$ cat src/spg_pkg.sv
package spg_pkg;

  // ***********************************************************
  // Register map (APB byte addresses, one aligned word each)
  // ***********************************************************
  localparam logic [7:0] ADDR_PAGE_SELECT = 8'h00;
  localparam logic [7:0] ADDR_STACK_MID   = 8'h04;
  localparam logic [7:0] ADDR_STACK_BOT   = 8'h08;
  localparam logic [7:0] ADDR_PAGE_CTRL   = 8'h0c;
  localparam logic [7:0] ADDR_STATUS      = 8'h10;

  // ***********************************************************
  // Fields, reset values and page constants
  // ***********************************************************
  localparam int         AUTO_EN_BIT   = 0;
  localparam logic       AUTO_EN_RESET = 1'b1;
  localparam logic [7:0] PAGE_RESET    = 8'h00;
  localparam logic [7:0] PAGE_ZERO     = 8'h00;
  localparam logic [7:0] PAGE_FIFTEEN  = 8'h0f;
  localparam logic [7:0] UPPER_HALF    = 8'h80;
  localparam logic [31:0] WORD_ZERO    = 32'h0000_0000;
  localparam int         ST_UPPER_BIT  = 0;
  localparam int         ST_POP_BIT    = 1;
  localparam int         ST_PUSH_BIT   = 2;
  localparam int         ST_POP_EMPTY_BIT = 3;

  // Stack contents travel together
  typedef struct packed {
    logic [7:0] top;
    logic [7:0] mid;
    logic [7:0] bot;
  } spg_stack_type;

  // Core's direct access request
  typedef struct packed {
    logic       valid;
    logic [7:0] addr;
  } spg_direct_type;

  // Decoded destination of a direct access
  typedef struct packed {
    logic       ram;
    logic       special_function_register;
    logic       all_pages;
    logic [7:0] page;
    logic [7:0] addr;
  } spg_decode_type;

  // Stack operation codes
  typedef enum logic [1:0] {
    SPG_OP_NONE,
    SPG_OP_PUSH,
    SPG_OP_POP
  } spg_op_type;

endpackage

$ cat src/spg_decode.sv
module spg_decode (
  // Core access and current page
  input  wire spg_pkg::spg_direct_type req,
  input  wire logic [7:0]              page,
  input  wire logic [127:0]            all_page_map,
  // Decoded target
  output spg_pkg::spg_decode_type      dec
);
  import spg_pkg::*;

  // Split direct addresses between data RAM and paged register space
  always_comb begin
    dec.ram       = req.valid && (req.addr < UPPER_HALF);
    dec.special_function_register       = req.valid && (req.addr >= UPPER_HALF);
    dec.addr      = req.addr;
    dec.all_pages = dec.special_function_register && all_page_map[req.addr[6:0]];
    dec.page      = dec.all_pages ? PAGE_ZERO : page;
  end
endmodule

$ cat src/spg_stack.sv
module spg_stack (
  // Current stack and request
  input  wire spg_pkg::spg_stack_type cur,
  input  wire spg_pkg::spg_op_type    op,
  input  wire logic [7:0]             int_page,
  // Next stack after the operation
  output spg_pkg::spg_stack_type      nxt
);
  import spg_pkg::*;

  // Push shifts down and loads new top, pop shifts up with zero fill
  always_comb begin
    case (op)
      SPG_OP_PUSH: begin
        nxt.top = int_page;
        nxt.mid = cur.top;
        nxt.bot = cur.mid;
      end
      SPG_OP_POP: begin
        nxt.top = cur.mid;
        nxt.mid = cur.bot;
        nxt.bot = PAGE_ZERO;
      end
      default: begin
        nxt = cur;
      end
    endcase
  end
endmodule

$ cat src/spg_page_select.sv
// What this block does
// Direct addresses 0x00-0x7F reach data RAM, 0x80-0xFF reach paged registers.
// The register window is paged by an 8-bit page number, 256 pages.
// Only pages zero and fifteen hold registers; page select chooses among them.
// Software writes the page select first, then accesses the register directly.
// On interrupt entry with auto enabled, top loads the interrupt's flag page.
// Stack levels are page select, next-page middle and last-page bottom.
// Entry pushes: middle to bottom, top to middle, new page to top.
// Return from interrupt pops the middle level back into the top.
// Pop moves bottom into middle; an empty bottom supplies zero.
// Software may rewrite middle and bottom; return uses the written value.
// Software writes to stack levels never push or pop.
// Auto page enable bit in page control; reset leaves it set.
// Some registers decode on every page regardless of page select.
// Clearing auto enable stops both auto switching and stack push/pop.
// All three stack levels are readable and writable by software.
// After reset all stack levels hold zero, so access reaches page zero.
//
// The implementer's own choices: the APB register port and the register offsets.
module spg_page_select (
  // Clock, reset, enable
  input  wire logic                    pclk,
  input  wire logic                    presetn,
  input  wire logic                    clk_en,
  // APB slave
  input  wire logic                    psel,
  input  wire logic                    penable,
  input  wire logic                    pwrite,
  input  wire logic [7:0]              paddr,
  input  wire logic [31:0]             pwdata,
  output logic                         pready,
  output logic [31:0]                  prdata,
  output logic                         pslverr,
  // Core events
  input  wire logic                    int_entry,
  input  wire logic [7:0]              int_page,
  input  wire logic                    return_from_interrupt_instr,
  // Core direct access
  input  wire spg_pkg::spg_direct_type core_req,
  input  wire logic [127:0]            all_page_map,
  // Decoded access and current state
  output spg_pkg::spg_decode_type      core_dec,
  output logic [7:0]                   page_select_reg,
  output logic                         auto_page_enable
);
  import spg_pkg::*;

  // ***********************************************************
  // State
  // ***********************************************************
  spg_stack_type  stack;
  spg_stack_type  next_stack;
  spg_stack_type  op_stack;
  spg_op_type     op;
  logic           auto_en;
  logic           next_auto_en;
  logic           bot_loaded;
  logic           next_bot_loaded;
  logic           flag_push;
  logic           flag_pop;
  logic           flag_pop_empty;
  logic           next_flag_push;
  logic           next_flag_pop;
  logic           next_flag_pop_empty;
  logic [31:0]    next_prdata;
  logic           next_pslverr;
  logic           next_pready;
  spg_decode_type dec_w;
  spg_decode_type next_dec;
  logic           acc_wr;
  logic           acc_rd;
  logic           hit;
  logic           acc_now;

  // Stack operation chosen only by core events, gated by auto enable
  always_comb begin
    if (auto_en && int_entry) begin
      op = SPG_OP_PUSH;
    end else if (auto_en && return_from_interrupt_instr) begin
      op = SPG_OP_POP;
    end else begin
      op = SPG_OP_NONE;
    end
  end

  spg_stack u_stack (
    .cur      (stack),
    .op       (op),
    .int_page (int_page),
    .nxt      (op_stack)
  );

  spg_decode u_decode (
    .req          (core_req),
    .page         (stack.top),
    .all_page_map (all_page_map),
    .dec          (dec_w)
  );

  // ***********************************************************
  // APB decode
  // ***********************************************************
  always_comb begin
    // First access edge starts the answer; writes land when pready shows
    acc_now = psel && penable && !pready;
    acc_rd  = acc_now && !pwrite;
    acc_wr  = psel && penable && pwrite && pready;
    hit    = (paddr == ADDR_PAGE_SELECT) || (paddr == ADDR_STACK_MID) ||
             (paddr == ADDR_STACK_BOT) || (paddr == ADDR_PAGE_CTRL) ||
             (paddr == ADDR_STATUS);
  end

  // Next stack, enable and status; core event wins over software write
  always_comb begin
    next_stack          = op_stack;
    next_auto_en        = auto_en;
    next_bot_loaded     = bot_loaded;
    next_flag_push      = flag_push;
    next_flag_pop       = flag_pop;
    next_flag_pop_empty = flag_pop_empty;
    if (op == SPG_OP_PUSH) begin
      next_bot_loaded = 1'b1;
    end else if (op == SPG_OP_POP) begin
      next_bot_loaded = 1'b0;
    end
    if (acc_wr && op == SPG_OP_NONE) begin
      case (paddr)
        ADDR_PAGE_SELECT: next_stack.top = pwdata[7:0];
        ADDR_STACK_MID:   next_stack.mid = pwdata[7:0];
        ADDR_STACK_BOT: begin
          next_stack.bot  = pwdata[7:0];
          next_bot_loaded = 1'b1;
        end
        default: begin
        end
      endcase
    end
    if (acc_wr && paddr == ADDR_PAGE_CTRL) begin
      next_auto_en = pwdata[AUTO_EN_BIT];
    end
    // Sticky status, write one to clear, event wins
    if (acc_wr && paddr == ADDR_STATUS) begin
      if (pwdata[ST_PUSH_BIT]) next_flag_push = 1'b0;
      if (pwdata[ST_POP_BIT]) next_flag_pop = 1'b0;
      if (pwdata[ST_POP_EMPTY_BIT]) next_flag_pop_empty = 1'b0;
    end
    if (op == SPG_OP_PUSH) next_flag_push = 1'b1;
    if (op == SPG_OP_POP) next_flag_pop = 1'b1;
    if (op == SPG_OP_POP && !bot_loaded) next_flag_pop_empty = 1'b1;
  end

  // APB answer, one wait state
  always_comb begin
    next_pready  = acc_now;
    next_pslverr = acc_now && !hit;
    next_prdata  = WORD_ZERO;
    if (acc_rd) begin
      case (paddr)
        ADDR_PAGE_SELECT: next_prdata[7:0] = stack.top;
        ADDR_STACK_MID:   next_prdata[7:0] = stack.mid;
        ADDR_STACK_BOT:   next_prdata[7:0] = stack.bot;
        ADDR_PAGE_CTRL:   next_prdata[AUTO_EN_BIT] = auto_en;
        ADDR_STATUS: begin
          next_prdata[ST_UPPER_BIT]     = (stack.top == PAGE_FIFTEEN);
          next_prdata[ST_POP_BIT]       = flag_pop;
          next_prdata[ST_PUSH_BIT]      = flag_push;
          next_prdata[ST_POP_EMPTY_BIT] = flag_pop_empty;
        end
        default: next_prdata = WORD_ZERO;
      endcase
    end
    next_dec = dec_w;
  end

  // ***********************************************************
  // Registers
  // ***********************************************************
  always_ff @(posedge pclk or negedge presetn) begin
    if (!presetn) begin
      stack            <= '{PAGE_RESET, PAGE_RESET, PAGE_RESET};
      auto_en          <= AUTO_EN_RESET;
      bot_loaded       <= 1'b0;
      flag_push        <= 1'b0;
      flag_pop         <= 1'b0;
      flag_pop_empty   <= 1'b0;
      pready           <= 1'b0;
      prdata           <= WORD_ZERO;
      pslverr          <= 1'b0;
      core_dec         <= '0;
      page_select_reg  <= PAGE_RESET;
      auto_page_enable <= AUTO_EN_RESET;
    end else if (clk_en) begin
      stack            <= next_stack;
      auto_en          <= next_auto_en;
      bot_loaded       <= next_bot_loaded;
      flag_push        <= next_flag_push;
      flag_pop         <= next_flag_pop;
      flag_pop_empty   <= next_flag_pop_empty;
      pready           <= next_pready;
      prdata           <= next_prdata;
      pslverr          <= next_pslverr;
      core_dec         <= next_dec;
      page_select_reg  <= next_stack.top;
      auto_page_enable <= next_auto_en;
    end
  end

  // ***********************************************************
  // Assertions
  // ***********************************************************
  property p_push;
    @(posedge pclk) disable iff (!presetn)
    (clk_en && auto_en && int_entry) |=>
      (stack.top == $past(int_page) && stack.mid == $past(stack.top) &&
       stack.bot == $past(stack.mid));
  endproperty
  a_push: assert property (p_push) else $error("push wrong");

  property p_pop;
    @(posedge pclk) disable iff (!presetn)
    (clk_en && auto_en && !int_entry && return_from_interrupt_instr) |=>
      (stack.top == $past(stack.mid) && stack.mid == $past(stack.bot) &&
       stack.bot == PAGE_ZERO);
  endproperty
  a_pop: assert property (p_pop) else $error("pop wrong");

  property p_disabled;
    @(posedge pclk) disable iff (!presetn)
    (clk_en && !auto_en && !(acc_wr)) |=> $stable(stack);
  endproperty
  a_disabled: assert property (p_disabled) else $error("stack moved");

  property p_sw_mid;
    @(posedge pclk) disable iff (!presetn)
    (clk_en && acc_wr && paddr == ADDR_STACK_MID && op == SPG_OP_NONE) |=>
      (stack.mid == $past(pwdata[7:0]) && stack.top == $past(stack.top));
  endproperty
  a_sw_mid: assert property (p_sw_mid) else $error("mid write");

  property p_page_out;
    @(posedge pclk) disable iff (!presetn)
    page_select_reg == stack.top;
  endproperty
  a_page_out: assert property (p_page_out) else $error("page out");

  property p_ram;
    @(posedge pclk) disable iff (!presetn)
    (clk_en && core_req.valid && core_req.addr < UPPER_HALF) |=>
      (core_dec.ram && !core_dec.special_function_register);
  endproperty
  a_ram: assert property (p_ram) else $error("ram decode");

  property p_sfr_page;
    @(posedge pclk) disable iff (!presetn)
    (clk_en && core_req.valid && core_req.addr >= UPPER_HALF &&
     !all_page_map[core_req.addr[6:0]]) |=>
      (core_dec.special_function_register && core_dec.page == $past(stack.top));
  endproperty
  a_sfr_page: assert property (p_sfr_page) else $error("page decode");

  property p_all;
    @(posedge pclk) disable iff (!presetn)
    (clk_en && core_req.valid && core_req.addr >= UPPER_HALF &&
     all_page_map[core_req.addr[6:0]]) |=> core_dec.all_pages;
  endproperty
  a_all: assert property (p_all) else $error("all page");

  property p_ctrl;
    @(posedge pclk) disable iff (!presetn)
    (clk_en && acc_wr && paddr == ADDR_PAGE_CTRL) |=>
      auto_page_enable == $past(pwdata[AUTO_EN_BIT]);
  endproperty
  a_ctrl: assert property (p_ctrl) else $error("ctrl write");

  property p_answer;
    @(posedge pclk) disable iff (!presetn)
    (clk_en && psel && penable && !pready) |=> pready;
  endproperty
  a_answer: assert property (p_answer) else $error("no answer");

  property p_pulse;
    @(posedge pclk) disable iff (!presetn)
    (clk_en && pready) |=> !pready;
  endproperty
  a_pulse: assert property (p_pulse) else $error("pready held");

  property p_unmapped;
    @(posedge pclk) disable iff (!presetn)
    (clk_en && psel && penable && !pready && !hit) |=> pslverr;
  endproperty
  a_unmapped: assert property (p_unmapped) else $error("no error");

  property p_pop_empty;
    @(posedge pclk) disable iff (!presetn)
    (clk_en && op == SPG_OP_POP && !bot_loaded) |=>
      (flag_pop_empty && stack.mid == PAGE_ZERO);
  endproperty
  a_pop_empty: assert property (p_pop_empty) else $error("empty pop");

  property p_sw_bot;
    @(posedge pclk) disable iff (!presetn)
    (clk_en && acc_wr && paddr == ADDR_STACK_BOT && op == SPG_OP_NONE) |=>
      (stack.bot == $past(pwdata[7:0]) && stack.top == $past(stack.top) &&
       stack.mid == $past(stack.mid));
  endproperty
  a_sw_bot: assert property (p_sw_bot) else $error("bottom write");
endmodule

$ cat config.mk
export PLATFORM = sky130hd
export DESIGN_NAME = spg_page_select
export DESIGN_NICKNAME = d
export VERILOG_FILES = /design/src/spg_pkg.sv /design/src/spg_decode.sv /design/src/spg_stack.sv /design/src/spg_page_select.sv
export SDC_FILE = /design/constraint.sdc
export NUM_CORES = 1
export LEC_CHECK = 0
export BUFFER_PORTS_ARGS = -buffer_cell sky130_fd_sc_hd__buf_2
export CAP_MARGIN = 20
export CORE_AREA = 2 2 100 102
export CTS_CLUSTER_SIZE = 16
export DETAILED_ROUTE_END_ITERATION = 12
export DIE_AREA = 0 0 102 104
export PLACE_DENSITY = 0.82
export SLEW_MARGIN = 30
export SYNTH_ARGS = -nofsm -noshare
export SYNTH_HDL_FRONTEND = slang
export SYNTH_SLANG_ARGS = --single-unit
export TNS_END_PERCENT = 10
$ cat constraint.sdc
create_clock -name pclk -period 2.5 [get_ports pclk]
set_input_delay 0 -clock pclk [delete_from_list [all_inputs] [get_ports pclk]]
set_output_delay 0 -clock pclk [all_outputs]
set_load 0.03 [all_outputs]
==> reports/summary.log <==
qor: status.outcome completed
qor: synth.synth_commonest_cells sky130_fd_sc_hd__dfrtp_1, sky130_fd_sc_hd__nand2_1, sky130_fd_sc_hd__mux2i_1, sky130_fd_sc_hd__buf_4, sky130_fd_sc_hd__a222oi_1
qor: critical_path.setup.worst_path.start_class flip-flop
qor: global_route.grt_first_pass_wirelength 20200 um
qor: synth.synth_cells 399
qor: critical_path.criticalPathCategory reg2reg
qor: layout.layout-drive-gt1-share 0.428
qor: route.antenna_left 0
qor: clock_network.clock_insertion_delay_worst_skew 340 ps
qor: critical_path.cp_num_buf_inv 0
qor: synth.cell_area_after_technology_mapping 4200 um^2
qor: clock_network.ctsHtreeMaxLevel 3
qor: sta.timing.fmax 0.525 GHz
qor: synth.synth.ff_latch_count 58
qor: sta.final-setup-viol-count 0
qor: sta.rsz0062_at_grt false
qor: critical_path.path_max_fanout 8
qor: floorplan.floorplan.die_area 10600 um^2
qor: critical_path.critical-path-slowest-cell sky130_fd_sc_hd__o21ai_1
qor: critical_path.required 2770 ps
qor: critical_path.timing.reg2reg.worst_path_depth 6
qor: route.drt_pass_1_iters 6
qor: layout.finish.net_count 807
qor: power_and_ir_drop.power-per-cell-area 418 nW/um^2
qor: route.drt_iter0_drcs 417
qor: floorplan.initial_standard_cell_utilization_of_the_core 0.440
qor: critical_path.reg2reg_from auto_en
qor: synth.post-synth-top-count-cell sky130_fd_sc_hd__dfrtp_1
qor: sta.slew_violations 0
qor: sta.period_needed 1900 ps
qor: layout.antennaDiodeCount 0
qor: synth.ys_warn_count 0
qor: sta.final_cycle_share 0.762
qor: floorplan.die_y 104 um
qor: route.route.detailed.vias_per_inst 5.68
qor: worst_hold_path.timing.hold.worst.start int_page[4]
qor: synth.post-synth-top-area-fraction 0.339
qor: global_route.grt.total_usage 0.239
qor: synth.synth_enable_flop_cells 0
qor: critical_path.timing.critical_path.arrival 2180 ps
qor: clock_network.cts_tree done
qor: synth.largest_area_contributor_in_the_synthesized_netlist sky130_fd_sc_hd__dfrtp_1
qor: floorplan.core_area 9550 um^2
qor: clock_network.cts.path.max_buffers 2
qor: clock_network.tritoncts_buffer_count 9
qor: worst_hold_path.hold_path.class in2reg
qor: critical_path.critPathTopFamily compound AO/OA/AOI/OAI gates
qor: power_and_ir_drop.leakagePower 2.76 nW
qor: placement.placement.setup.worst_slack 257 ps
qor: critical_path.crit_top_cell sky130_fd_sc_hd__nand2_1
qor: route.wl_per_cell 17.4 um
qor: synth.mean_instance_size_in_the_synthesized_netlist 10.5 um^2
qor: clock_network.cts-root-buf sky130_fd_sc_hd__clkbuf_8
qor: floorplan.placementRows 36
qor: placement.portBuffers 206
qor: floorplan.die_w 102 um
qor: route.post-route-drc-count 0
qor: sta.setup_total_negative_slack 0 ps
qor: critical_path.max_stage_delay 580 ps
qor: sta.finClkSkew 5.63 ps
qor: clock_network.cts.sinks 58
qor: worst_hold_path.worst_hold_path.endpoint stack[20]
qor: clock_network.post-cts-setup-buffer-count 0
qor: global_route.largest_net_degree_at_the_start_of_global_routing 49
qor: worst_hold_path.hold-path-cell-count 3
qor: sta.post-route-worst-setup-slack 596 ps
qor: route.routed-via-count 4268
qor: synth.post_synth_num_cell_types 56
qor: critical_path.reg2reg_slack 600 ps
qor: critical_path.crit_path_end_kind flip-flop
qor: sta.hold-worst-slack 9.05 ps
qor: route.detail_route.wirelength 13000 um
qor: critical_path.timing.critical_path.cells o21a_1 -> nand2b_1 -> nor2b_1 -> o21ai_1 -> nand2_1 -> nand2_1
qor: clock_network.cts_repair_resize_count 0
qor: synth.dominant_cells_by_area_after_synthesis sky130_fd_sc_hd__dfrtp_1, sky130_fd_sc_hd__mux2i_1, sky130_fd_sc_hd__mux4_1
qor: placement.detailed_place_hpwl 9930 um
qor: global_route.antenna_found_initial 0
qor: power_and_ir_drop.maximum_resistive_drop_on_vdd 0.000212 V
qor: critical_path.capture_point_of_the_worst_reg_to_reg_path stack[5]
qor: layout.flow.area_growth_from_synthesis 32.7%
qor: global_route.grt_pass1_vias 4292
qor: power_and_ir_drop.finalPower 2.33 mW
qor: sta.final_hold_viol_count 0
qor: clock_network.cts.reportedPaths.clkPinSlew 60 ps
qor: synth.dominantRegCellSynth sky130_fd_sc_hd__dfrtp_1
qor: synth.postSynth.asyncResetShare 1.00
qor: sta.worst_slew_margin_rel 0.442
qor: run.max-cap-violations 0
qor: sta.worstMarginPinSlew 837 ps
qor: synth.sequential_element_share_of_the_synthesized_area 0.346
qor: floorplan.io_pins 255
qor: placement.gp_congestion 0.888
qor: global_route.global_route.overflow_total 0
-- tightest hold or removal path, delay by kind of cell --
family / cells / cell delay, ps
buffers and inverters: 1 / 80
AOI/OAI and AO/OA: 2 / 230
-- cell type report --
| cell class | instances | area, um^2 |
|---|---|---|
| fill | 841 | 3970 |
| multi-input combinational | 295 | 2400 |
| sequential | 58 | 1450 |
| timing repair buffer | 241 | 1340 |
| clock buffer | 14 | 173 |
| tap | 133 | 166 |
| inverter | 9 | 33.8 |
| clock inverter | 2 | 10.0 |
-- repair_timing --
action,in CTS,in global routing
hold buffers,18,0
endpoints found under the setup margin,0,0
hold endpoints to repair,62,0
-- metrics by stage --
| stage | cells | area (um^2) | utilization |
|---|---|---|---|
| detailed placement | 718 | 5210 | 0.546 |
| floorplan | 422 | 4290 | - |
| finish | 752 | 5580 | 0.584 |
| CTS | 752 | 5580 | 0.584 |
| global route | 752 | 5580 | 0.584 |
| global placement | 718 | 5210 | 0.546 |
-- per-layer routing --
layer  vias up  GRT usage  wire [um]
li1       1945          -          -
met1      2024      0.278       4760
met2       272      0.435       6860
met3        27     0.0403       1090
met4         0     0.0838        341
met5         -          0          0
-- worst max-delay path by stage --
stage                            from      endpoint  depth (start not counted)
after global placement    core_req[0]  core_dec[16]                         10
after floorplan           core_req[0]  core_dec[16]                          9
after CTS                 core_req[0]  core_dec[16]                         10
after global routing      core_req[0]  core_dec[16]                         10
final                         auto_en      stack[5]                          6
after detailed placement  core_req[0]  core_dec[16]                         10
-- sequential cells by signal, indices dropped and copies added (netlist names) --
register	flops
pready	1
auto_en	1
prdata	8
core_dec	19
pslverr	1
flag_pop	1
stack	24
bot_loaded	1
flag_push	1
flag_pop_empty	1
-- logic make-up after synthesis --
| group | Yosys count | share of synthesized area |
|---|---|---|
| adders and majority gates | 1 | 0.00238 |
| other | 1 | 0.000892 |
| muxes | 70 | 0.244 |
| DFF | 58 | 0.346 |
| and+or+nand+nor | 101 | 0.118 |
| AOI/OAI and AO/OA | 99 | 0.185 |
| buffers and inverters | 69 | 0.104 |
-- cell usage in the layout, fill, tap and decap left out, drive strengths merged, types with 3 or more instances in the layout --
cell type and count:
a22oi 8, a221oi 3, dfrtp 57, a22o 3, conb 24, buf 223, mux4 21, nand3 7
o21ai 27, nand4 7, mux2i 37, clkbuf 14, nor2b 5, nor3 4, mux2 12, nor2 19
a32oi 7, o2bb2ai 8, dlygate4sd3 18, a31oi 4, nand2 44, o2111ai 4, a222oi 20, inv 9
-- power by group --
part / internal [mW] / switching [mW]
registers: 0.962 / 0.0136
clock network: 0.438 / 0.355
logic: 0.257 / 0.306
total: 1.66 / 0.675
(Power assumes the default switching activity.)
